$ cat config.mk
export PLATFORM = sky130hd
export DESIGN_NAME = ethernet_dma_descriptor_regs
export DESIGN_NICKNAME = d
export VERILOG_FILES = /design/src/eth_dma_pkg.sv /design/src/reg_bus_if.sv /design/src/ethernet_dma_descriptor_regs.sv /design/src/avmm_reg_slave.sv /design/src/rx_seq_ctrl.sv
export VERILOG_INCLUDE_DIRS = /design/src
export SDC_FILE = /design/constraint.sdc
export NUM_CORES = 1
export LEC_CHECK = 0
export BUFFER_PORTS_ARGS = -buffer_cell sky130_fd_sc_hd__buf_2
export CORE_MARGIN = 2
export CORE_UTILIZATION = 48
export CTS_CLUSTER_SIZE = 14
export DETAILED_ROUTE_END_ITERATION = 8
export GPL_ROUTABILITY_DRIVEN = 0
export PLACE_DENSITY_LB_ADDON = 0.3
export RECOVER_POWER = 25
export REMOVE_ABC_BUFFERS = 1
export SYNTH_ARGS = -nofsm -noshare
export SYNTH_HDL_FRONTEND = slang
export SYNTH_HIERARCHICAL = 1
export SYNTH_SLANG_ARGS = --single-unit
$ cat constraint.sdc
create_clock -name clk_sys_i -period 5.3 [get_ports clk_sys_i]
set_input_delay 1.06 -clock clk_sys_i [delete_from_list [all_inputs] [get_ports clk_sys_i]]
set_output_delay 1.06 -clock clk_sys_i [all_outputs]
set_load 0.05 [all_outputs]
$ cat src/eth_dma_consts.svh
`ifndef ETH_DMA_CONSTS_SVH
`define ETH_DMA_CONSTS_SVH

// ****************************************
// Register word indices (byte address = 4 * index)
// ****************************************
`define OFS_TX_UPPER 4'h0
`define OFS_TX_LOW 4'h1
`define OFS_RX_UPPER 4'h2
`define OFS_RX_LOW 4'h3
`define OFS_THRESHOLD 4'h4
`define OFS_RES_UPPER 4'h5
`define OFS_RES_START 4'h6
`define OFS_RES_END 4'h7
`define OFS_RES_READ 4'h8
`define OFS_RES_WRITE 4'h9
`define OFS_RX_SEQ 4'hA
`define OFS_STATUS 4'hB

// ****************************************
// Field positions
// ****************************************
`define END_LIST_BIT 0
`define SEQ_AREA_MSB 15
`define SEQ_AREA_LSB 8
`define SEQ_PKT_MSB 7
`define SEQ_PKT_LSB 0
`define STS_LAST_PKT_BIT 0
`define STS_PTR_EQ_BIT 1

// ****************************************
// Reset values
// ****************************************
`define THRESHOLD_RST 16'h02F8
`define RX_SEQ_RST 16'h0000
`define STATUS_RST 2'h0

`endif

$ cat src/eth_dma_pkg.sv
package eth_dma_pkg;

  typedef logic [15:0] reg16_t;
  typedef logic [14:0] ptr15_t;
  typedef logic [31:0] addr32_t;
  typedef logic [3:0] reg_idx_t;

  typedef enum logic {
    BUS_IDLE,
    BUS_ACK
  } bus_state_t;

endpackage

$ cat src/reg_bus_if.sv
`timescale 1ns/1ps
`default_nettype none

interface reg_bus_if;
  logic wr_stb;
  eth_dma_pkg::reg_idx_t idx;
  eth_dma_pkg::reg16_t wdata;
  logic [1:0] be;
  eth_dma_pkg::reg16_t rdata;

  modport slave (output wr_stb, output idx, output wdata, output be, input rdata);
  modport regs (input wr_stb, input idx, input wdata, input be, output rdata);
endinterface

`default_nettype wire

$ cat src/ethernet_dma_descriptor_regs.sv
`timescale 1ns/1ps
`default_nettype none
`include "eth_dma_consts.svh"

// Summary of operation
// - Transmit descriptor address is upper pointer over current lower pointer bits 15..1.
// - Bit 0 of current descriptor pointers is the end-of-list flag.
// - No reset touches transmit or receive descriptor pointers.
// - Software reset changes nothing; hardware reset hits threshold, sequence and status flags.
// - Receive descriptor address joins upper pointer with current bits 15..1.
// - Threshold not above remaining words keeps next packet in same area.
// - Threshold above remaining words flags last packet and fetches next area.
// - Hardware reset loads threshold with 02F8h.
// - Resource accesses use resource upper over start, end, read or write.
// - Resource pointers store bits 15..1; bit 0 reads zero.
// - Read pointer is next descriptor read; write pointer next free slot.
// - Sequence register holds two modulo-256 counters: area high, packet low.
// - Packet counter increments after every received packet that does not move to the next area.
// - Next area clears packet counter and increments area counter.
// - Sequence register clears on hardware reset or software writing zero.
module ethernet_dma_descriptor_regs (
  input wire logic clk_sys_i,             // System clock, 20 MHz
  input wire logic reset_i,               // Hardware reset, async, active high
  input wire logic [3:0] address_i,       // Avalon word address
  input wire logic read_i,                // Avalon read
  input wire logic write_i,               // Avalon write
  input wire logic [31:0] writedata_i,    // Avalon write data
  input wire logic [3:0] byteenable_i,    // Avalon byte enables
  output logic [31:0] readdata_o,         // Avalon read data
  output logic waitrequest_o,             // Avalon wait request
  input wire logic pkt_done_i,            // End of packet reception, pulse
  input wire logic [15:0] remaining_i,    // Remaining buffer words
  input wire logic tx_low_load_i,         // DMA loads current transmit pointer
  input wire logic rx_low_load_i,         // DMA loads current receive pointer
  input wire logic res_read_load_i,       // DMA loads resource read pointer
  input wire logic [15:0] load_data_i,    // Value for the DMA loads
  output logic [31:0] tx_desc_addr_o,     // Transmit descriptor address
  output logic tx_end_o,                  // Transmit end of list
  output logic [31:0] rx_desc_addr_o,     // Receive descriptor address
  output logic rx_end_o,                  // Receive end of list
  output logic [31:0] res_start_addr_o,   // Resource area start address
  output logic [31:0] res_end_addr_o,     // Resource area end address
  output logic [31:0] res_read_addr_o,    // Next resource descriptor to read
  output logic [31:0] res_write_addr_o,   // Next free resource slot
  output logic res_ptr_equal_o,           // Read pointer equals write pointer
  output logic [15:0] rx_seq_o,           // Receive sequence counters
  output logic last_packet_o,             // Last packet in area, sticky
  output logic fetch_resource_o           // Fetch next resource, pulse
);

  localparam int RES_START = 0;
  localparam int RES_END = 1;
  localparam int RES_READ = 2;
  localparam int RES_WRITE = 3;

  reg_bus_if bus ();

  eth_dma_pkg::reg16_t tx_upper_ff;
  eth_dma_pkg::reg16_t tx_low_ff;
  eth_dma_pkg::reg16_t rx_upper_ff;
  eth_dma_pkg::reg16_t rx_low_ff;
  eth_dma_pkg::reg16_t threshold_ff;
  eth_dma_pkg::reg16_t res_upper_ff;
  eth_dma_pkg::ptr15_t res_ptr_ff [4];
  logic last_packet_ff;
  logic ptr_equal_ff;
  eth_dma_pkg::addr32_t tx_addr_ff;
  eth_dma_pkg::addr32_t rx_addr_ff;
  eth_dma_pkg::addr32_t res_addr_ff [4];
  logic tx_end_ff;
  logic rx_end_ff;
  eth_dma_pkg::reg16_t rx_seq;
  logic area_done;
  logic seq_wr;
  logic sts_wr;
  eth_dma_pkg::reg16_t nxt_wval;

  // ****************************************
  // Helpers
  // ****************************************
  function automatic eth_dma_pkg::reg16_t merge_be(
    input eth_dma_pkg::reg16_t old_val,
    input eth_dma_pkg::reg16_t new_val,
    input logic [1:0] be
  );
    merge_be = {be[1] ? new_val[15:8] : old_val[15:8],
                be[0] ? new_val[7:0] : old_val[7:0]};
  endfunction

  function automatic eth_dma_pkg::addr32_t join_addr(
    input eth_dma_pkg::reg16_t upper,
    input eth_dma_pkg::ptr15_t low
  );
    join_addr = {upper, low, 1'b0};
  endfunction

  function automatic logic hit(input eth_dma_pkg::reg_idx_t idx);
    hit = bus.wr_stb && (bus.idx == idx);
  endfunction

  // ****************************************
  // Bus slave and sequence counters
  // ****************************************
  avmm_reg_slave u_slave (
    .clk_sys_i(clk_sys_i),
    .reset_i(reset_i),
    .address_i(address_i),
    .read_i(read_i),
    .write_i(write_i),
    .writedata_i(writedata_i),
    .byteenable_i(byteenable_i),
    .readdata_o(readdata_o),
    .waitrequest_o(waitrequest_o),
    .bus(bus.slave)
  );

  // Decoded here so the strobe is seen inside the function
  always_comb begin
    seq_wr = hit(`OFS_RX_SEQ);
    sts_wr = hit(`OFS_STATUS);
    nxt_wval = merge_be(rx_seq, bus.wdata, bus.be);
  end

  rx_seq_ctrl u_seq (
    .clk_sys_i(clk_sys_i),
    .reset_i(reset_i),
    .pkt_done_i(pkt_done_i),
    .remaining_i(remaining_i),
    .threshold_i(threshold_ff),
    .sw_wr_i(seq_wr),
    .sw_wdata_i(nxt_wval),
    .seq_o(rx_seq),
    .area_done_o(area_done)
  );

  // ****************************************
  // Descriptor pointers, kept through every reset
  // ****************************************
  always_ff @(posedge clk_sys_i) begin
    if (hit(`OFS_TX_UPPER)) begin
      tx_upper_ff <= merge_be(tx_upper_ff, bus.wdata, bus.be);
    end
  end

  always_ff @(posedge clk_sys_i) begin
    if (tx_low_load_i) begin
      tx_low_ff <= load_data_i;
    end else if (hit(`OFS_TX_LOW)) begin
      tx_low_ff <= merge_be(tx_low_ff, bus.wdata, bus.be);
    end
  end

  always_ff @(posedge clk_sys_i) begin
    if (hit(`OFS_RX_UPPER)) begin
      rx_upper_ff <= merge_be(rx_upper_ff, bus.wdata, bus.be);
    end
  end

  always_ff @(posedge clk_sys_i) begin
    if (rx_low_load_i) begin
      rx_low_ff <= load_data_i;
    end else if (hit(`OFS_RX_LOW)) begin
      rx_low_ff <= merge_be(rx_low_ff, bus.wdata, bus.be);
    end
  end

  // ****************************************
  // Resource area registers, kept through every reset
  // ****************************************
  always_ff @(posedge clk_sys_i) begin
    if (hit(`OFS_RES_UPPER)) begin
      res_upper_ff <= merge_be(res_upper_ff, bus.wdata, bus.be);
    end
  end

  for (genvar g = 0; g < 4; g++) begin : g_res_ptr
    eth_dma_pkg::reg16_t merged;
    assign merged = merge_be({res_ptr_ff[g], 1'b0}, bus.wdata, bus.be);
    always_ff @(posedge clk_sys_i) begin
      if (g == RES_READ && res_read_load_i) begin
        res_ptr_ff[g] <= load_data_i[15:1];
      end else if (hit(4'(`OFS_RES_START + g))) begin
        res_ptr_ff[g] <= merged[15:1];
      end
    end
  end

  // ****************************************
  // Threshold, reset only by hardware reset
  // ****************************************
  always_ff @(posedge clk_sys_i or posedge reset_i) begin
    if (reset_i) begin
      threshold_ff <= `THRESHOLD_RST;
    end else if (hit(`OFS_THRESHOLD)) begin
      threshold_ff <= merge_be(threshold_ff, bus.wdata, bus.be);
    end
  end

  // ****************************************
  // Status: sticky last packet, write one to clear, set wins
  // ****************************************
  always_ff @(posedge clk_sys_i or posedge reset_i) begin
    if (reset_i) begin
      last_packet_ff <= 1'b0;
    end else if (area_done) begin
      last_packet_ff <= 1'b1;
    end else if (sts_wr && bus.be[0] && bus.wdata[`STS_LAST_PKT_BIT]) begin
      last_packet_ff <= 1'b0;
    end
  end

  always_ff @(posedge clk_sys_i or posedge reset_i) begin
    if (reset_i) begin
      ptr_equal_ff <= 1'b0;
    end else begin
      ptr_equal_ff <= res_ptr_ff[RES_READ] == res_ptr_ff[RES_WRITE];
    end
  end

  // ****************************************
  // Address formation
  // ****************************************
  always_ff @(posedge clk_sys_i or posedge reset_i) begin
    if (reset_i) begin
      tx_addr_ff <= 32'h0000_0000;
      tx_end_ff <= 1'b0;
    end else begin
      tx_addr_ff <= join_addr(tx_upper_ff, tx_low_ff[15:1]);
      tx_end_ff <= tx_low_ff[`END_LIST_BIT];
    end
  end

  always_ff @(posedge clk_sys_i or posedge reset_i) begin
    if (reset_i) begin
      rx_addr_ff <= 32'h0000_0000;
      rx_end_ff <= 1'b0;
    end else begin
      rx_addr_ff <= join_addr(rx_upper_ff, rx_low_ff[15:1]);
      rx_end_ff <= rx_low_ff[`END_LIST_BIT];
    end
  end

  for (genvar r = 0; r < 4; r++) begin : g_res_addr
    always_ff @(posedge clk_sys_i or posedge reset_i) begin
      if (reset_i) begin
        res_addr_ff[r] <= 32'h0000_0000;
      end else begin
        res_addr_ff[r] <= join_addr(res_upper_ff, res_ptr_ff[r]);
      end
    end
  end

  // ****************************************
  // Read mux, unmapped reads zero
  // ****************************************
  always_comb begin
    unique case (bus.idx)
      `OFS_TX_UPPER: bus.rdata = tx_upper_ff;
      `OFS_TX_LOW: bus.rdata = tx_low_ff;
      `OFS_RX_UPPER: bus.rdata = rx_upper_ff;
      `OFS_RX_LOW: bus.rdata = rx_low_ff;
      `OFS_THRESHOLD: bus.rdata = threshold_ff;
      `OFS_RES_UPPER: bus.rdata = res_upper_ff;
      `OFS_RES_START: bus.rdata = {res_ptr_ff[RES_START], 1'b0};
      `OFS_RES_END: bus.rdata = {res_ptr_ff[RES_END], 1'b0};
      `OFS_RES_READ: bus.rdata = {res_ptr_ff[RES_READ], 1'b0};
      `OFS_RES_WRITE: bus.rdata = {res_ptr_ff[RES_WRITE], 1'b0};
      `OFS_RX_SEQ: bus.rdata = rx_seq;
      `OFS_STATUS: bus.rdata = {14'h0000, ptr_equal_ff, last_packet_ff};
      default: bus.rdata = 16'h0000;
    endcase
  end

  // ****************************************
  // Outputs
  // ****************************************
  assign tx_desc_addr_o = tx_addr_ff;
  assign tx_end_o = tx_end_ff;
  assign rx_desc_addr_o = rx_addr_ff;
  assign rx_end_o = rx_end_ff;
  assign res_start_addr_o = res_addr_ff[RES_START];
  assign res_end_addr_o = res_addr_ff[RES_END];
  assign res_read_addr_o = res_addr_ff[RES_READ];
  assign res_write_addr_o = res_addr_ff[RES_WRITE];
  assign res_ptr_equal_o = ptr_equal_ff;
  assign rx_seq_o = rx_seq;
  assign last_packet_o = last_packet_ff;
  assign fetch_resource_o = area_done;

endmodule

`default_nettype wire

$ cat src/avmm_reg_slave.sv
`timescale 1ns/1ps
`default_nettype none

module avmm_reg_slave (
  input wire logic clk_sys_i,          // System clock
  input wire logic reset_i,            // Async reset, active high
  input wire logic [3:0] address_i,    // Word address
  input wire logic read_i,             // Read request
  input wire logic write_i,            // Write request
  input wire logic [31:0] writedata_i, // Write data
  input wire logic [3:0] byteenable_i, // Byte enables
  output logic [31:0] readdata_o,      // Read data
  output logic waitrequest_o,          // Wait request
  reg_bus_if.slave bus                 // Register side
);

  eth_dma_pkg::bus_state_t state_ff;
  logic [31:0] readdata_ff;
  logic waitrequest_ff;

  assign bus.idx = address_i;
  assign bus.wdata = writedata_i[15:0];
  assign bus.be = byteenable_i[1:0];
  // Write commits only at the edge where waitrequest is seen low
  assign bus.wr_stb = (state_ff == eth_dma_pkg::BUS_ACK) && write_i;
  assign readdata_o = readdata_ff;
  assign waitrequest_o = waitrequest_ff;

  // ****************************************
  // Request handshake
  // ****************************************
  always_ff @(posedge clk_sys_i or posedge reset_i) begin
    if (reset_i) begin
      state_ff <= eth_dma_pkg::BUS_IDLE;
      waitrequest_ff <= 1'b1;
    end else begin
      unique case (state_ff)
        eth_dma_pkg::BUS_IDLE: begin
          if (read_i || write_i) begin
            state_ff <= eth_dma_pkg::BUS_ACK;
            waitrequest_ff <= 1'b0;
          end
        end
        eth_dma_pkg::BUS_ACK: begin
          state_ff <= eth_dma_pkg::BUS_IDLE;
          waitrequest_ff <= 1'b1;
        end
      endcase
    end
  end

  // ****************************************
  // Read data, upper half reads zero
  // ****************************************
  always_ff @(posedge clk_sys_i or posedge reset_i) begin
    if (reset_i) begin
      readdata_ff <= 32'h0000_0000;
    end else if (state_ff == eth_dma_pkg::BUS_IDLE && read_i) begin
      readdata_ff <= {16'h0000, bus.rdata};
    end
  end

endmodule

`default_nettype wire

$ cat src/rx_seq_ctrl.sv
`timescale 1ns/1ps
`default_nettype none
`include "eth_dma_consts.svh"

module rx_seq_ctrl (
  input wire logic clk_sys_i,                   // System clock
  input wire logic reset_i,                     // Hardware reset
  input wire logic pkt_done_i,                  // Packet reception ended
  input wire eth_dma_pkg::reg16_t remaining_i,  // Words left in buffer area
  input wire eth_dma_pkg::reg16_t threshold_i,  // End-of-buffer threshold
  input wire logic sw_wr_i,                     // Software write of counters
  input wire eth_dma_pkg::reg16_t sw_wdata_i,   // Software write value
  output eth_dma_pkg::reg16_t seq_o,            // Sequence counters
  output logic area_done_o                      // Move to next area, pulse
);

  eth_dma_pkg::reg16_t seq_ff;
  logic area_done_ff;
  logic exhausted;

  assign exhausted = threshold_i > remaining_i;
  assign seq_o = seq_ff;
  assign area_done_o = area_done_ff;

  // ****************************************
  // Sequence counters
  // ****************************************
  always_ff @(posedge clk_sys_i or posedge reset_i) begin
    if (reset_i) begin
      seq_ff <= `RX_SEQ_RST;
    end else if (pkt_done_i && exhausted) begin
      seq_ff[`SEQ_PKT_MSB:`SEQ_PKT_LSB] <= 8'h00;
      seq_ff[`SEQ_AREA_MSB:`SEQ_AREA_LSB] <=
        seq_ff[`SEQ_AREA_MSB:`SEQ_AREA_LSB] + 8'h01;
    end else if (pkt_done_i) begin
      seq_ff[`SEQ_PKT_MSB:`SEQ_PKT_LSB] <=
        seq_ff[`SEQ_PKT_MSB:`SEQ_PKT_LSB] + 8'h01;
    end else if (sw_wr_i) begin
      seq_ff <= sw_wdata_i;
    end
  end

  // ****************************************
  // Next area request
  // ****************************************
  always_ff @(posedge clk_sys_i or posedge reset_i) begin
    if (reset_i) begin
      area_done_ff <= 1'b0;
    end else begin
      area_done_ff <= pkt_done_i && exhausted;
    end
  end

endmodule

`default_nettype wire

==> impl_metrics.yaml <==
run_status:
  status: "finished, violations left"
  violations: "capacitance limit, slew limit"
power:
  clockPowerShare: 0.351
  p_seq_frac: 0.495
  vdd_drop_max_mv: 0.304
  internal-power_mw: 4.31
  p_comb_frac: 0.155
  pwr_density_cell_nw_per_um2: 388
  p_sw_frac: 0.289
  p_leak_nw: 6.79
  p_switching_mw: 1.75
finish:
  post-route-util: 0.565
  ff_latch_area_um2: 9040
  layout.nets: 1216
  most-common-layout-cells: "270 x buf_2, 186 x dfrtp_1, 140 x edfxtp_1"
  final_common_cell: "buf_2"
  area_delta_synth_final_pct: 16.4
  n_fill_cell: 2258
  multi_input_area_um2: 3520
  final_cells: 1522
  drive_gt1_frac: 0.390
clock_tree:
  post_cts_buffers: 0
  clkSlewWorstSetupHoldPaths_ns: 0.06
  cts_sinks: 333
  clockRootBuffer: "clkbuf_16"
  insertion_delay_ns: 0.55
  numCtsBuffers: 31
  ctsHoldBuffers: 0
  h-tree-depth: 1
  clk_path_buf_depth: 3
  cts_resized: 0
  cts_tree: "done"
sta:
  finalSetupTns_ns: 0
  min_period_ns: 3.09
  setup_viol: 0
  slew_viol_final: 19
  hold_viol: 0
  timing.final.crit_share: 0.583
  max_slew_margin: -0.142
  worst_pin_slew_ns: 1.71
  setup_ws_ns: 2.21
  rsz0062_at_grt: "no"
  hold_slack_ns: 0.372
  finClkSkew_ns: 0.0162
  fmax_mhz: 324
floorplan:
  core_area_um2: 27700
  start_util: 0.485
  die_area_um2: 29400
  dieWidth_um: 171
  fp.dieH_um: 171
  num_io_pins: 326
  rows: 61
synth:
  synth.distinct_cells: 62
  synthCells: 901
  synth_xor_area_frac: 0.0124
  synth_fa_ha_area_frac: 0.0168
  ys_seq_elements: 333
  synth_top_family_by_area: "compound AO/OA/AOI/OAI gates"
  synthSimpleGateAreaFrac: 0.0617
  synth_mux_area_frac: 0.0792
  synth_compound_area_frac: 0.0808
  synthFlopType: "dfrtp_1"
  avgSynthCellArea_um2: 14.9
  synth_edf_count: 140
  synthesis.area_um2: 13400
  synth_seq_area_share: 0.673
  ys_warn_count: 6
  async_flop_share: 0.580
routing:
  wire_per_inst_um: 24.5
  wl_um: 37200
  drt-pass1-iter-count: 7
  drtIter0Drc: 863
  postRouteAntennaNets: 0
  route.detailed.drc: 0
  vias: 8479
  via_per_inst: 5.57
global_route:
  grt_max_degree: 74
  grt_overflow: 0
  grt_pass1_wl_um: 52800
  grt_pass1_vias: 8257
  grt_util_all_layers: 0.250
  antenna_found_initial: 3
worst_setup_path:
  worstPathArrival_ns: 3.27
  critPathKind: "primary input to flip-flop"
  critPathLaunchType: "primary input"
  r2r_slack_ns: 2.46
  critPathMaxFanout: 11
  required_ns: 5.48
  worst_setup_path_end_kind: "flip-flop"
placed_design:
  dp_hpwl_um: 25500
  placed_cells: 1463
  port_buffers: 285
  pre_cts_ws_ns: 1.70
worst_hold_path:
  hold_path.class: "flip-flop to flip-flop"
run:
  cap_violations: 1
==> worst max-delay path, cell delays in order <==
cell	delay [ns]
buf_2	0.30
nor4bb_4	0.93
buf_4	0.35
and3_1	0.61
==> cell families after synthesis <==
family          count (synthesis)
compound gates                136
xor+xnor                       19
fa+ha+maj                      18
buf+inv                       165
flops                         333
mux                            90
other cells                     2
simple gates                  138
==> sequential cells by signal (all words and copies together) (netlist names), 15 cells and up <==
register / cells
res_read_addr_o: 15
tx_desc_addr_o: 31
res_end_addr_o: 15
res_write_addr_o: 31
u_slave/readdata_o: 16
res_start_addr_o: 15
rx_desc_addr_o: 31
tx_low_ff: 16
rx_upper_ff: 16
u_seq/seq_o: 16
res_ptr_ff: 60
rx_low_ff: 16
res_upper_ff: 16
threshold_ff: 16
tx_upper_ff: 16
==> power groups by stage <==
stage                     registers [mW]  logic (mW)  clock network, mW
after floorplan                     3.31       0.339                  0
after global placement              3.04       0.919                  0
after detailed placement            3.05       0.933                  0
after CTS                           3.00       0.938               2.15
after global routing                3.01       0.994               2.25
final                               3.00       0.937               2.13
==> through the flow <==
stage               instance area, um^2  power, mW
floorplan                         12600       3.65
global placement                  14700       3.96
detailed placement                14700       3.98
CTS                               15700       6.08
global route                      15600       6.26
finish                            15600       6.06
==> path summary, 6_finish.rpt <==
kind	start	depth (start not counted)	endpoint
setup / recovery	address_i[2]	4	res_upper_ff[11]
min in group asynchronous	reset_i	2	rx_end_o
hold reg to reg	res_upper_ff[8]	0	res_write_addr_o[24]
max in group asynchronous	reset_i	3	u_slave/readdata_o[2]
hold / removal	res_upper_ff[8]	0	res_write_addr_o[24]
setup reg to reg	threshold_ff[7]	7	u_seq/seq_o[4]
==> final cells by class <==
cell class                      count  share of cell area
Antenna cell                        2            0.000320
Clock buffer                       46              0.0593
Clock inverter                     11             0.00352
Inverter                           31             0.00776
Multi-Input combinational cell    423               0.225
Sequential cell                   333               0.578
Tap cell                          378              0.0302
Timing Repair Buffer              298              0.0960
==> per-layer routing <==
| layer | share of wire | track usage | up-vias | routed length, um |
|---|---|---|---|---|
| met2 | 0.47 | 0.388 | 502 | 17400 |
| met4 | 0.022 | 0.0755 | 2 | 819 |
| li1 | - | - | 3661 | - |
| met3 | 0.11 | 0.0578 | 68 | 3940 |
| met5 | 0.00035 | 0 | - | 13 |
| met1 | 0.41 | 0.354 | 4246 | 15100 |
==> cells in the mapped netlist, types with 16 or more instances <==
cell | instances | area, um^2
dfrtp_1 | 186 | 4650
edfxtp_1 | 140 | 4200
buf_4 | 94 | 706
mux2_2 | 67 | 754
nand2_1 | 37 | 139
inv_1 | 30 | 113
a221oi_1 | 24 | 210
a22o_1 | 23 | 201
and3_1 | 23 | 144
nand3_1 | 22 | 110
clkbuf_1 | 21 | 78.8
o21ai_0 | 19 | 95.1
ha_1 | 18 | 225
nor2_1 | 18 | 67.6
a22oi_1 | 17 | 128
xnor2_1 | 17 | 149
mux2_4 | 16 | 240
Note: power is estimated with default switching activity, not from simulation.
